==> src/qpc_pkg.sv <==
// Shared constants and types of the quadrature phase counter.
// Assumes one 100 MHz core clock and a synchronous active-low reset.
package qpc_pkg;

    localparam int NCH = 2;
    localparam int CW = 16;
    localparam int AW = 8;
    localparam int DW = 16;

    // Per-channel register offsets, channel index sits in addr[7:4]
    localparam logic [3:0] OFS_CTRL = 4'h0;
    localparam logic [3:0] OFS_MODE = 4'h1;
    localparam logic [3:0] OFS_IO = 4'h2;
    localparam logic [3:0] OFS_IER = 4'h3;
    localparam logic [3:0] OFS_STAT = 4'h4;
    localparam logic [3:0] OFS_CNT = 4'h5;
    localparam logic [3:0] OFS_GCR = 4'h6;

    // timer_control_reg fields
    localparam int PSC_LSB = 0;
    localparam int CLOCK_EDGE_SELECT_LSB = 3;
    localparam int COUNTER_CLEAR_SELECT_LSB = 5;
    localparam logic [2:0] COUNTER_CLEAR_SELECT_NONE = 3'h0;
    localparam logic [2:0] COUNTER_CLEAR_SELECT_MATCH = 3'h1;

    // Mode register fields
    localparam int PHASE_EN_BIT = 0;
    localparam int SUB_LSB = 1;

    // io_control_reg, interrupt_enable_reg and timer_status_reg fields
    localparam int IO_CAPTURE_BIT = 0;
    localparam int IEN_MATCH_BIT = 0;
    localparam int IEN_OVF_BIT = 4;
    localparam int IEN_UNF_BIT = 5;
    localparam int ST_MATCH_BIT = 0;
    localparam int ST_OVF_BIT = 4;
    localparam int ST_UNF_BIT = 5;
    localparam int ST_DIR_BIT = 7;

    // Reset values and the counter maximum
    localparam logic [7:0] CTRL_RST = 8'h00;
    localparam logic [2:0] MODE_RST = 3'h0;
    localparam logic [7:0] IER_RST = 8'h00;
    localparam logic [CW-1:0] CNT_RST = 16'h0000;
    localparam logic [CW-1:0] GCR_RST = 16'hFFFF;
    localparam logic [CW-1:0] CNT_MAX = 16'hFFFF;

    typedef enum logic [1:0] {
        SUB_MODE1 = 2'b00,
        SUB_MODE2 = 2'b01,
        SUB_MODE3 = 2'b10,
        SUB_MODE4 = 2'b11
    } qpc_submode_type;

    typedef struct packed {
        logic up;
        logic dn;
    } qpc_step_type;

    function automatic logic reg_hit(input logic [AW-1:0] addr,
                                     input int ch, input logic [3:0] ofs);
        reg_hit = (addr[7:4] == 4'(ch)) && (addr[3:0] == ofs);
    endfunction

    // Internal tick: divide by 1, 4, 16 or 64; codes above 3 divide by 64
    function automatic logic psc_tick(input logic [2:0] psc,
                                      input logic [5:0] div);
        case (psc)
            3'h0: psc_tick = 1'b1;
            3'h1: psc_tick = (div[1:0] == 2'h0);
            3'h2: psc_tick = (div[3:0] == 4'h0);
            default: psc_tick = (div == 6'h00);
        endcase
    endfunction

endpackage

==> src/qpc_phase_dec.sv <==
// Phase decoder: turns two encoder phases into up/down count steps.
// Assumes phases may be asynchronous; they are synchronised here.
`timescale 1ns/100ps
module qpc_phase_dec
    import qpc_pkg::*;
(
    // Clock and reset
    input wire logic core_clk,
    input wire logic nrst,
    // Encoder phases and selected sub-mode
    input wire logic phase_a,
    input wire logic phase_b,
    input wire qpc_submode_type submode,
    // Count step for this clock
    output qpc_step_type step
);
    logic [1:0] a_sync_q;
    logic [1:0] b_sync_q;
    logic a_prev_q;
    logic b_prev_q;
    logic a_lvl;
    logic b_lvl;
    logic a_rise;
    logic a_fall;
    logic b_rise;
    logic b_fall;
    logic a_edge;
    logic b_edge;

    // Two flops per phase, then one more sample to find edges
    always_ff @(posedge core_clk) begin
        if (!nrst) begin
            a_sync_q <= 2'h0;
            b_sync_q <= 2'h0;
            a_prev_q <= 1'b0;
            b_prev_q <= 1'b0;
        end else begin
            a_sync_q <= {a_sync_q[0], phase_a};
            b_sync_q <= {b_sync_q[0], phase_b};
            a_prev_q <= a_sync_q[1];
            b_prev_q <= b_sync_q[1];
        end
    end

    assign a_lvl = a_sync_q[1];
    assign b_lvl = b_sync_q[1];
    assign a_rise = a_lvl & ~a_prev_q;
    assign a_fall = ~a_lvl & a_prev_q;
    assign b_rise = b_lvl & ~b_prev_q;
    assign b_fall = ~b_lvl & b_prev_q;
    // Both phases moving at once carries no direction, so it is dropped
    assign a_edge = (a_rise | a_fall) & ~(b_rise | b_fall);
    assign b_edge = (b_rise | b_fall) & ~(a_rise | a_fall);

    always_comb begin
        step = '0;
        case (submode)
            SUB_MODE1: begin
                step.up = (b_edge & b_rise & a_lvl)
                        | (b_edge & b_fall & ~a_lvl)
                        | (a_edge & a_rise & ~b_lvl)
                        | (a_edge & a_fall & b_lvl);
                step.dn = (b_edge & b_fall & a_lvl)
                        | (b_edge & b_rise & ~a_lvl)
                        | (a_edge & a_rise & b_lvl)
                        | (a_edge & a_fall & ~b_lvl);
            end
            SUB_MODE2: begin
                step.up = a_edge & a_fall & b_lvl;
                step.dn = a_edge & a_fall & ~b_lvl;
            end
            SUB_MODE3: begin
                step.up = a_edge & a_fall & b_lvl;
                step.dn = b_edge & b_fall & a_lvl;
            end
            SUB_MODE4: begin
                step.up = b_edge & (b_rise ? a_lvl : ~a_lvl);
                step.dn = b_edge & (b_rise ? ~a_lvl : a_lvl);
            end
            default: step = '0;
        endcase
    end
endmodule

==> src/qpc_top.sv <==
// Two-channel timer with quadrature phase counting, capture and compare.
// Assumes a plain register port and encoder pins sampled on core_clk.
`timescale 1ns/100ps
module qpc_top
    import qpc_pkg::*;
(
    // Clock and reset
    input wire logic core_clk,
    input wire logic nrst,
    // Register port
    input wire logic [AW-1:0] reg_addr,
    input wire logic [DW-1:0] reg_wdata,
    input wire logic reg_wr,
    input wire logic reg_rd,
    output logic [DW-1:0] reg_rdata,
    // Encoder phase pins
    input wire logic ext_clock_in_a,
    input wire logic ext_clock_in_b,
    input wire logic ext_clock_in_c,
    input wire logic ext_clock_in_d,
    // Capture inputs and compare outputs, one per channel
    input wire logic [NCH-1:0] capture_in,
    output logic [NCH-1:0] compare_out,
    // Interrupt requests, one per channel
    output logic [NCH-1:0] overflow_irq,
    output logic [NCH-1:0] underflow_irq,
    output logic [NCH-1:0] match_irq
);
    logic [NCH-1:0][7:0] ctrl_q;
    logic [NCH-1:0][2:0] mode_q;
    logic [NCH-1:0] io_q;
    logic [NCH-1:0][7:0] ier_q;
    logic [NCH-1:0][CW-1:0] cnt_q;
    logic [NCH-1:0][CW-1:0] cnt_d;
    logic [NCH-1:0][CW-1:0] gcr_q;
    logic [NCH-1:0] ovf_q;
    logic [NCH-1:0] unf_q;
    logic [NCH-1:0] match_q;
    logic [NCH-1:0] dir_q;
    logic [NCH-1:0] cap_prev_q;
    logic [NCH-1:0] cmp_q;
    logic [5:0] div_q;
    logic [DW-1:0] rdata_q;
    logic [NCH-1:0] phase_a;
    logic [NCH-1:0] phase_b;
    qpc_step_type [NCH-1:0] step;
    logic [NCH-1:0] phase_en;
    logic [NCH-1:0] up_ev;
    logic [NCH-1:0] dn_ev;
    logic [NCH-1:0] ovf_ev;
    logic [NCH-1:0] unf_ev;
    logic [NCH-1:0] cap_ev;
    logic [NCH-1:0] hit_ev;
    logic [NCH-1:0] clr_ev;
    logic [NCH-1:0] cnt_wr;

    // Only these two channels have phase inputs
    assign phase_a[0] = ext_clock_in_a;
    assign phase_b[0] = ext_clock_in_b;
    assign phase_a[1] = ext_clock_in_c;
    assign phase_b[1] = ext_clock_in_d;

    for (genvar g = 0; g < NCH; g++) begin : g_dec
        qpc_phase_dec u_dec (
            .core_clk(core_clk),
            .nrst(nrst),
            .phase_a(phase_a[g]),
            .phase_b(phase_b[g]),
            .submode(qpc_submode_type'(mode_q[g][SUB_LSB+:2])),
            .step(step[g])
        );
    end

    // Free-running divider for the internal count source
    always_ff @(posedge core_clk) begin
        if (!nrst) begin
            div_q <= 6'h00;
        end else begin
            div_q <= div_q + 6'h01;
        end
    end

    // Count source, wrap, capture, compare and clear
    always_comb begin
        for (int c = 0; c < NCH; c++) begin
            phase_en[c] = mode_q[c][PHASE_EN_BIT];
            if (phase_en[c]) begin
                up_ev[c] = step[c].up;
                dn_ev[c] = step[c].dn;
            end else begin
                up_ev[c] = psc_tick(ctrl_q[c][PSC_LSB+:3], div_q);
                dn_ev[c] = 1'b0;
            end
            cnt_wr[c] = reg_wr && reg_hit(reg_addr, c, OFS_CNT);
            ovf_ev[c] = up_ev[c] && (cnt_q[c] == CNT_MAX);
            unf_ev[c] = dn_ev[c] && (cnt_q[c] == CNT_RST);
            cap_ev[c] = io_q[c] && capture_in[c] && !cap_prev_q[c];
            if (up_ev[c]) begin
                cnt_d[c] = cnt_q[c] + 16'h0001;
            end else if (dn_ev[c]) begin
                cnt_d[c] = cnt_q[c] - 16'h0001;
            end else begin
                cnt_d[c] = cnt_q[c];
            end
            hit_ev[c] = !io_q[c] && (up_ev[c] || dn_ev[c])
                && (cnt_d[c] == gcr_q[c]);
            clr_ev[c] = (ctrl_q[c][COUNTER_CLEAR_SELECT_LSB+:3] == COUNTER_CLEAR_SELECT_MATCH)
                && (hit_ev[c] || cap_ev[c]);
        end
    end

    // Counter: a software write beats a clear, a clear beats a step
    always_ff @(posedge core_clk) begin
        for (int c = 0; c < NCH; c++) begin
            if (!nrst) begin
                cnt_q[c] <= CNT_RST;
            end else if (cnt_wr[c]) begin
                cnt_q[c] <= reg_wdata;
            end else if (clr_ev[c]) begin
                cnt_q[c] <= CNT_RST;
            end else begin
                cnt_q[c] <= cnt_d[c];
            end
        end
    end

    // Configuration registers
    always_ff @(posedge core_clk) begin
        for (int c = 0; c < NCH; c++) begin
            if (!nrst) begin
                ctrl_q[c] <= CTRL_RST;
                mode_q[c] <= MODE_RST;
                io_q[c] <= 1'b0;
                ier_q[c] <= IER_RST;
            end else if (reg_wr) begin
                if (reg_hit(reg_addr, c, OFS_CTRL)) begin
                    ctrl_q[c] <= reg_wdata[7:0];
                end else if (reg_hit(reg_addr, c, OFS_MODE)) begin
                    mode_q[c] <= reg_wdata[2:0];
                end else if (reg_hit(reg_addr, c, OFS_IO)) begin
                    io_q[c] <= reg_wdata[IO_CAPTURE_BIT];
                end else if (reg_hit(reg_addr, c, OFS_IER)) begin
                    ier_q[c] <= reg_wdata[7:0];
                end
            end
        end
    end

    // Compare/capture register; a capture wins over a software write
    always_ff @(posedge core_clk) begin
        for (int c = 0; c < NCH; c++) begin
            if (!nrst) begin
                gcr_q[c] <= GCR_RST;
                cap_prev_q[c] <= 1'b0;
                cmp_q[c] <= 1'b0;
            end else begin
                cap_prev_q[c] <= capture_in[c];
                if (cap_ev[c]) begin
                    gcr_q[c] <= cnt_q[c];
                end else if (reg_wr && reg_hit(reg_addr, c, OFS_GCR)) begin
                    gcr_q[c] <= reg_wdata;
                end
                if (hit_ev[c]) begin
                    cmp_q[c] <= ~cmp_q[c];
                end
            end
        end
    end

    // Sticky flags, write 1 to clear; a new event beats the clear; dir_q follows the last step
    always_ff @(posedge core_clk) begin
        for (int c = 0; c < NCH; c++) begin
            if (!nrst) begin
                ovf_q[c] <= 1'b0;
                unf_q[c] <= 1'b0;
                match_q[c] <= 1'b0;
                dir_q[c] <= 1'b0;
            end else begin
                if (ovf_ev[c]) begin
                    ovf_q[c] <= 1'b1;
                end else if (reg_wr && reg_hit(reg_addr, c, OFS_STAT)
                             && reg_wdata[ST_OVF_BIT]) begin
                    ovf_q[c] <= 1'b0;
                end
                if (unf_ev[c]) begin
                    unf_q[c] <= 1'b1;
                end else if (reg_wr && reg_hit(reg_addr, c, OFS_STAT)
                             && reg_wdata[ST_UNF_BIT]) begin
                    unf_q[c] <= 1'b0;
                end
                if (hit_ev[c] || cap_ev[c]) begin
                    match_q[c] <= 1'b1;
                end else if (reg_wr && reg_hit(reg_addr, c, OFS_STAT)
                             && reg_wdata[ST_MATCH_BIT]) begin
                    match_q[c] <= 1'b0;
                end
                if (up_ev[c]) begin
                    dir_q[c] <= 1'b1;
                end else if (dn_ev[c]) begin
                    dir_q[c] <= 1'b0;
                end
            end
        end
    end

    // Read data stand only in the cycle after the strobe
    always_ff @(posedge core_clk) begin
        if (!nrst || !reg_rd) begin
            rdata_q <= 16'h0000;
        end else begin
            rdata_q <= 16'h0000;
            for (int c = 0; c < NCH; c++) begin
                if (reg_hit(reg_addr, c, OFS_CTRL)) begin
                    rdata_q <= {8'h00, ctrl_q[c]};
                end else if (reg_hit(reg_addr, c, OFS_MODE)) begin
                    rdata_q <= {13'h0000, mode_q[c]};
                end else if (reg_hit(reg_addr, c, OFS_IO)) begin
                    rdata_q <= {15'h0000, io_q[c]};
                end else if (reg_hit(reg_addr, c, OFS_IER)) begin
                    rdata_q <= {8'h00, ier_q[c]};
                end else if (reg_hit(reg_addr, c, OFS_STAT)) begin
                    rdata_q <= {8'h00, dir_q[c], 1'b0, unf_q[c], ovf_q[c],
                                3'h0, match_q[c]};
                end else if (reg_hit(reg_addr, c, OFS_CNT)) begin
                    rdata_q <= cnt_q[c];
                end else if (reg_hit(reg_addr, c, OFS_GCR)) begin
                    rdata_q <= gcr_q[c];
                end
            end
        end
    end

    assign reg_rdata = rdata_q;
    assign compare_out = cmp_q;

    // Requests are levels so software sees them until the flag or its enable bit is cleared
    always_comb begin
        for (int c = 0; c < NCH; c++) begin
            overflow_irq[c] = ovf_q[c] && ier_q[c][IEN_OVF_BIT];
            underflow_irq[c] = unf_q[c] && ier_q[c][IEN_UNF_BIT];
            match_irq[c] = match_q[c] && ier_q[c][IEN_MATCH_BIT];
        end
    end

    for (genvar g = 0; g < NCH; g++) begin : g_chk

    end
endmodule

==> config.mk <==
export PLATFORM = sky130hd
export DESIGN_NAME = qpc_top
export DESIGN_NICKNAME = d
export VERILOG_FILES = /design/src/qpc_pkg.sv /design/src/qpc_phase_dec.sv /design/src/qpc_top.sv
export SDC_FILE = /design/constraint.sdc
export NUM_CORES = 1
export LEC_CHECK = 0
export BUFFER_PORTS_ARGS = -buffer_cell sky130_fd_sc_hd__buf_2
export CORE_ASPECT_RATIO = 1.4
export CORE_MARGIN = 4
export CORE_UTILIZATION = 60
export DETAILED_ROUTE_END_ITERATION = 10
export GPL_TIMING_DRIVEN = 0
export PLACE_DENSITY = 0.78
export SETUP_SLACK_MARGIN = 0.1
export SLEW_MARGIN = 20
export SYNTH_ARGS = -nofsm -noshare
export SYNTH_HDL_FRONTEND = slang
export SYNTH_HIERARCHICAL = 1
export SYNTH_SLANG_ARGS = --single-unit
==> constraint.sdc <==
create_clock -name core_clk -period 9.08 [get_ports core_clk]
set_input_delay 2.27 -clock core_clk [delete_from_list [all_inputs] [get_ports core_clk]]
set_output_delay 2.27 -clock core_clk [all_outputs]
set_load 0.1 [all_outputs]
==> summary.md <==
| Metric | Value |
|---|---|
| Outcome | `finished, final reports clean` |
| Fraction of the core area covered by cells at the end of the flow | `0.675` |
| Count of final max-slew check failures | `0` |
| Post-detailed-route DRC marker count | `0` |
| Max-capacitance violation count | `0` |
| Worst-margin pin slew | `between 900 and 1000 ps` |
| Area growth from synthesis to layout | `10.6%` |
| Arrival time of the worst setup path | `roughly 5700 ps` |
| Die width | `118 um` |
| Overall die area | `0.0192 mm2` |
| Finish-stage setup viols | `0` |
| # Post-CTS Setup Buffers | `0` |
| Seq/Total Area, Yosys | `0.294` |
| Data required time of the worst path | `9390 ps` |
| H-tree level count | `4` |
| Part of the cycle the worst path needs | `0.592` |
| Diode count | `0` |
| Maximum vdd drop | `0.000120 V` |
| Largest stage delay on the critical path | `between 600 and 700 ps` |
| Clock tree from TritonCTS | `built` |
| Syn Nets | `~1400` |
| Internal Power | `1200 uW` |
| Clock tree skew after final layout | `10.4 ps` |
| Vias/cell | `6.68` |
| Final RePlAce weighted congestion | `1.05` |
| Part of the total power dissipated in sequential elements | `0.396` |
| Net switching fraction of the power | `0.338` |
| Resized Gates After CTS | `0` |
| Number of buffers inserted by port buffering | `49` |
| Type of destination of the critical path | `flop` |
| Synth async-reset ratio | `0` |
| Max Freq | `0.186 GHz` |
| Synth Warn # | `6` |
| First-pass GRT wire length | `56900 um` |
| Fraction of final layout cells sized beyond drive strength 1 | `0.112` |
| Num ports | `58` |
| Path class of the lowest-slack min-delay path | `flop to flop` |
| Vias in the first global route | `10300` |
| Worst setup path category | `flop to flop` |
| Starting density of the core | `0.610` |
| Core box area | `around 0.017 mm2` |
| Count of hold buffers inserted by post-cts repair | `0` |
| Minimum clock period after layout | `roughly 5400 ps` |
| Combined global-route utilization of all metal layers | `0.377` |
| Worst slew margin relative to its limit | `0.334` |
| Clock network fraction of total power | `0.396` |
| Total overflow reported by the global router | `0` |
| Register area | `0.00300 mm2` |
| Count of buffer and inverter cells on the critical path | `4` |
| Combinational cell fraction of total power | `0.207` |
| Core Rows | `between 50 and 60` |
| Clock-pin slew on the worst setup and hold paths | `approximately 70 ps` |
| Clock latency of the later-clocked register in the worst-skew pair | `approximately 440 ps` |
| Post-synth EDFFs | `0` |
| Maximum number of pins on one net before global-route repair | `19` |
| Chip height | `162 um` |
| Area occupied by multi-input gates | `0.00656 mm2` |
| Detailed-route wire length | `36600 um` |
| Net switching component of the power | `613 uW` |
| Slowest cell on crit path | `nor4_4` |
| Critical path startpoint category | `flop` |
| Distinct cell type count after synthesis | `96` |
| Root buf cell | `clkbuf_16` |
| Iteration count of the initial detailed-routing pass | `8` |
| Worst-path cell chain | `buf_6 > inv_1 > ha_1 > nand2b_1 > o22ai_1 > o32a_1 > nor4bb_1 > clkbuf_1 > nand3_1 > or3_1 > nand4b_1 > o41ai_1 > a311oi_1 > nand4b_1 > nor4_4 > buf_2 > o21ai_0` |
| Most frequent cell on the critical path | `nand4b_1` |
| Number of synthesized register bits | `150` |
| Fillers | `about 1500` |
| Detailed-route wire length per cell | `22.5 um` |
| Total vias in the final route | `10900` |
| Final net count | `1460` |
| DR iter-0 viols | `between 1000 and 1500` |
| Antenna-violating nets left | `0` |
| PD cells | `161 mW/mm2` |
| Final-report hold violation count | `0` |
| Count of mapped cells out of synthesis | `approximately 1300` |
| Total negative setup slack | `0 ps` |
| Initial antenna violation count | `0` |
| LEAKAGE | `0.00398 uW` |
| Unrepaired setup endpoints after global routing | `no` |
| Total CTS buffers | `17` |
| Max Root-Sink Buffers | `2` |
| Total half-perimeter wirelength after legalization and detailed placement | `27300 um` |
| Netlist area before placement | `0.0102 mm2` |
| Largest delay share family, worst path | `simple AND/OR/NAND/NOR gates` |
| Top fanout value on the critical path | `10` |
| Clock net sink count | `150` |
| Mean instance size in the synthesized netlist | `~7.6 um2` |
| Commonest register cell after synthesis | `dfxtp_1` |
layer usage:
metal | global-route usage | vias up | routed length, um
met3 | 0.0674 | 177 | 3200
met5 | 0 | - | 0
li1 | - | 4965 | -
met4 | 0.241 | 0 | 2560
met2 | 0.655 | 696 | 17800
met1 | 0.425 | 5023 | 13100
layout by cell type, fill, tap and decap left out, types with 18 or more instances in the layout:
| master | netlist | final |
|---|---|---|
| a21boi_0 | 37 | 37 |
| nor2_1 | 70 | 70 |
| inv_1 | 38 | 38 |
| xnor2_1 | 37 | 37 |
| o21ai_0 | 87 | 87 |
| a22oi_1 | 24 | 24 |
| mux2i_1 | 26 | 26 |
| nor2b_1 | 22 | 22 |
| nand3_1 | 80 | 80 |
| nor3_1 | 25 | 25 |
| dfxtp_1 | 150 | 150 |
| a21oi_1 | 51 | 51 |
| nand2b_1 | 18 | 18 |
| nand2_1 | 235 | 235 |
| buf_2 | 6 | 55 |
| xor2_1 | 29 | 29 |
| and2_1 | 29 | 29 |
| clkbuf_1 | 73 | 74 |
sequential cells by signal, indices dropped and copies added (netlist names):
name                  count
div_q                     6
g_dec.u_dec/a_sync_q      4
g_dec.u_dec/b_prev_q      2
cap_prev_q                2
ovf_q                     2
match_q                   2
compare_out               2
mode_q                    6
gcr_q                    32
cnt_q                    32
ctrl_q                   16
dir_q                     2
ier_q                    16
unf_q                     2
g_dec.u_dec/a_prev_q      2
io_q                      2
reg_rdata                16
g_dec.u_dec/b_sync_q      4
power by group through the flow:
| stage | Combinational (uW) | Clock (uW) | Sequential [uW] |
|---|---|---|---|
| finish | 376 | 719 | 719 |
| global route | 405 | 748 | 722 |
| CTS | 361 | 718 | 717 |
| detailed placement | 359 | 0 | 732 |
| global placement | 356 | 0 | 731 |
| floorplan | 250 | 0 | 722 |
cell type report:
type                            count  share of cell area
Clock inverter                     14              0.0137
Clock buffer                       18              0.0380
Sequential cell                   150               0.266
Timing Repair Buffer               49              0.0217
Tap cell                          203              0.0225
Buffer                            101              0.0452
Inverter                           38              0.0126
Multi-Input combinational cell   1053               0.581
cells in the mapped netlist, types with 5 or more instances:
| library cell | instances | area share |
|---|---|---|
| buf_2 | 6 | 0.0029 |
| nor4_1 | 14 | 0.0086 |
| o21ai_0 | 87 | 0.043 |
| nand2_1 | 235 | 0.086 |
| o221ai_1 | 5 | 0.0043 |
| a211oi_1 | 7 | 0.0051 |
| or2_2 | 10 | 0.0061 |
| and3_1 | 11 | 0.0067 |
| a221oi_1 | 14 | 0.012 |
| a22oi_1 | 24 | 0.018 |
| nand3_1 | 80 | 0.039 |
| ha_1 | 16 | 0.020 |
| nor2b_1 | 22 | 0.013 |
| buf_6 | 5 | 0.0055 |
| mux2i_1 | 26 | 0.025 |
| a31oi_1 | 14 | 0.0086 |
| a22o_1 | 6 | 0.0051 |
| a21boi_0 | 37 | 0.027 |
| clkbuf_1 | 73 | 0.027 |
| nand4_1 | 10 | 0.0061 |
| nand3b_1 | 8 | 0.0059 |
| xnor2_1 | 37 | 0.032 |
| and2_1 | 29 | 0.018 |
| nor3_1 | 25 | 0.012 |
| o21ai_2 | 10 | 0.0086 |
| nand2b_1 | 18 | 0.011 |
| o21a_1 | 5 | 0.0037 |
| dfxtp_1 | 150 | 0.29 |
| or3_1 | 8 | 0.0049 |
| o22ai_1 | 10 | 0.0061 |
| a21oi_1 | 51 | 0.025 |
| nor2_1 | 70 | 0.026 |
| nand4b_1 | 8 | 0.0069 |
| inv_1 | 38 | 0.014 |
| buf_1 | 7 | 0.0026 |
| o211ai_1 | 15 | 0.011 |
| a222oi_1 | 10 | 0.0098 |
| xor2_1 | 29 | 0.025 |
cells by family (layout without fill, tap and decap cells):
kind of cell	count (synthesis)	after routing	share of synthesized area
xor gates and xnor gates	68	68	0.0611
DFF	150	150	0.294
muxes	29	29	0.0288
AOI/OAI and AO/OA	348	348	0.239
adders and majority gates	16	16	0.0196
buffers and inverters	139	220	0.0639
and+or+nand+nor	592	592	0.294
stage by stage:
step                      total power [uW]  std cells  hold slack, ps  cell area, um2  worst slack, ps
after global placement                1090       1594             413           10700             3950
after detailed placement              1090       1594             423           10700             3870
final                                 1810       1626             437           11300             3710
after CTS                             1800       1626             440           11300             3840
after global routing                  1870       1626             461           11300             3560
after floorplan                        972       1342             412           10200             4710
final timing paths:
kind	from	to	slack, ps	cells past startpoint
setup / recovery	g_dec[0].u_dec/a_sync_q[1]	cnt_q[2]	3710	17
hold / removal	g_dec[0].u_dec/b_sync_q[0]	g_dec[0].u_dec/b_sync_q[1]	440	1
setup reg to reg	g_dec[0].u_dec/a_sync_q[1]	cnt_q[2]	3710	17
hold reg to reg	g_dec[0].u_dec/b_sync_q[0]	g_dec[0].u_dec/b_sync_q[1]	440	1
Power figures use the tool's default switching activity.
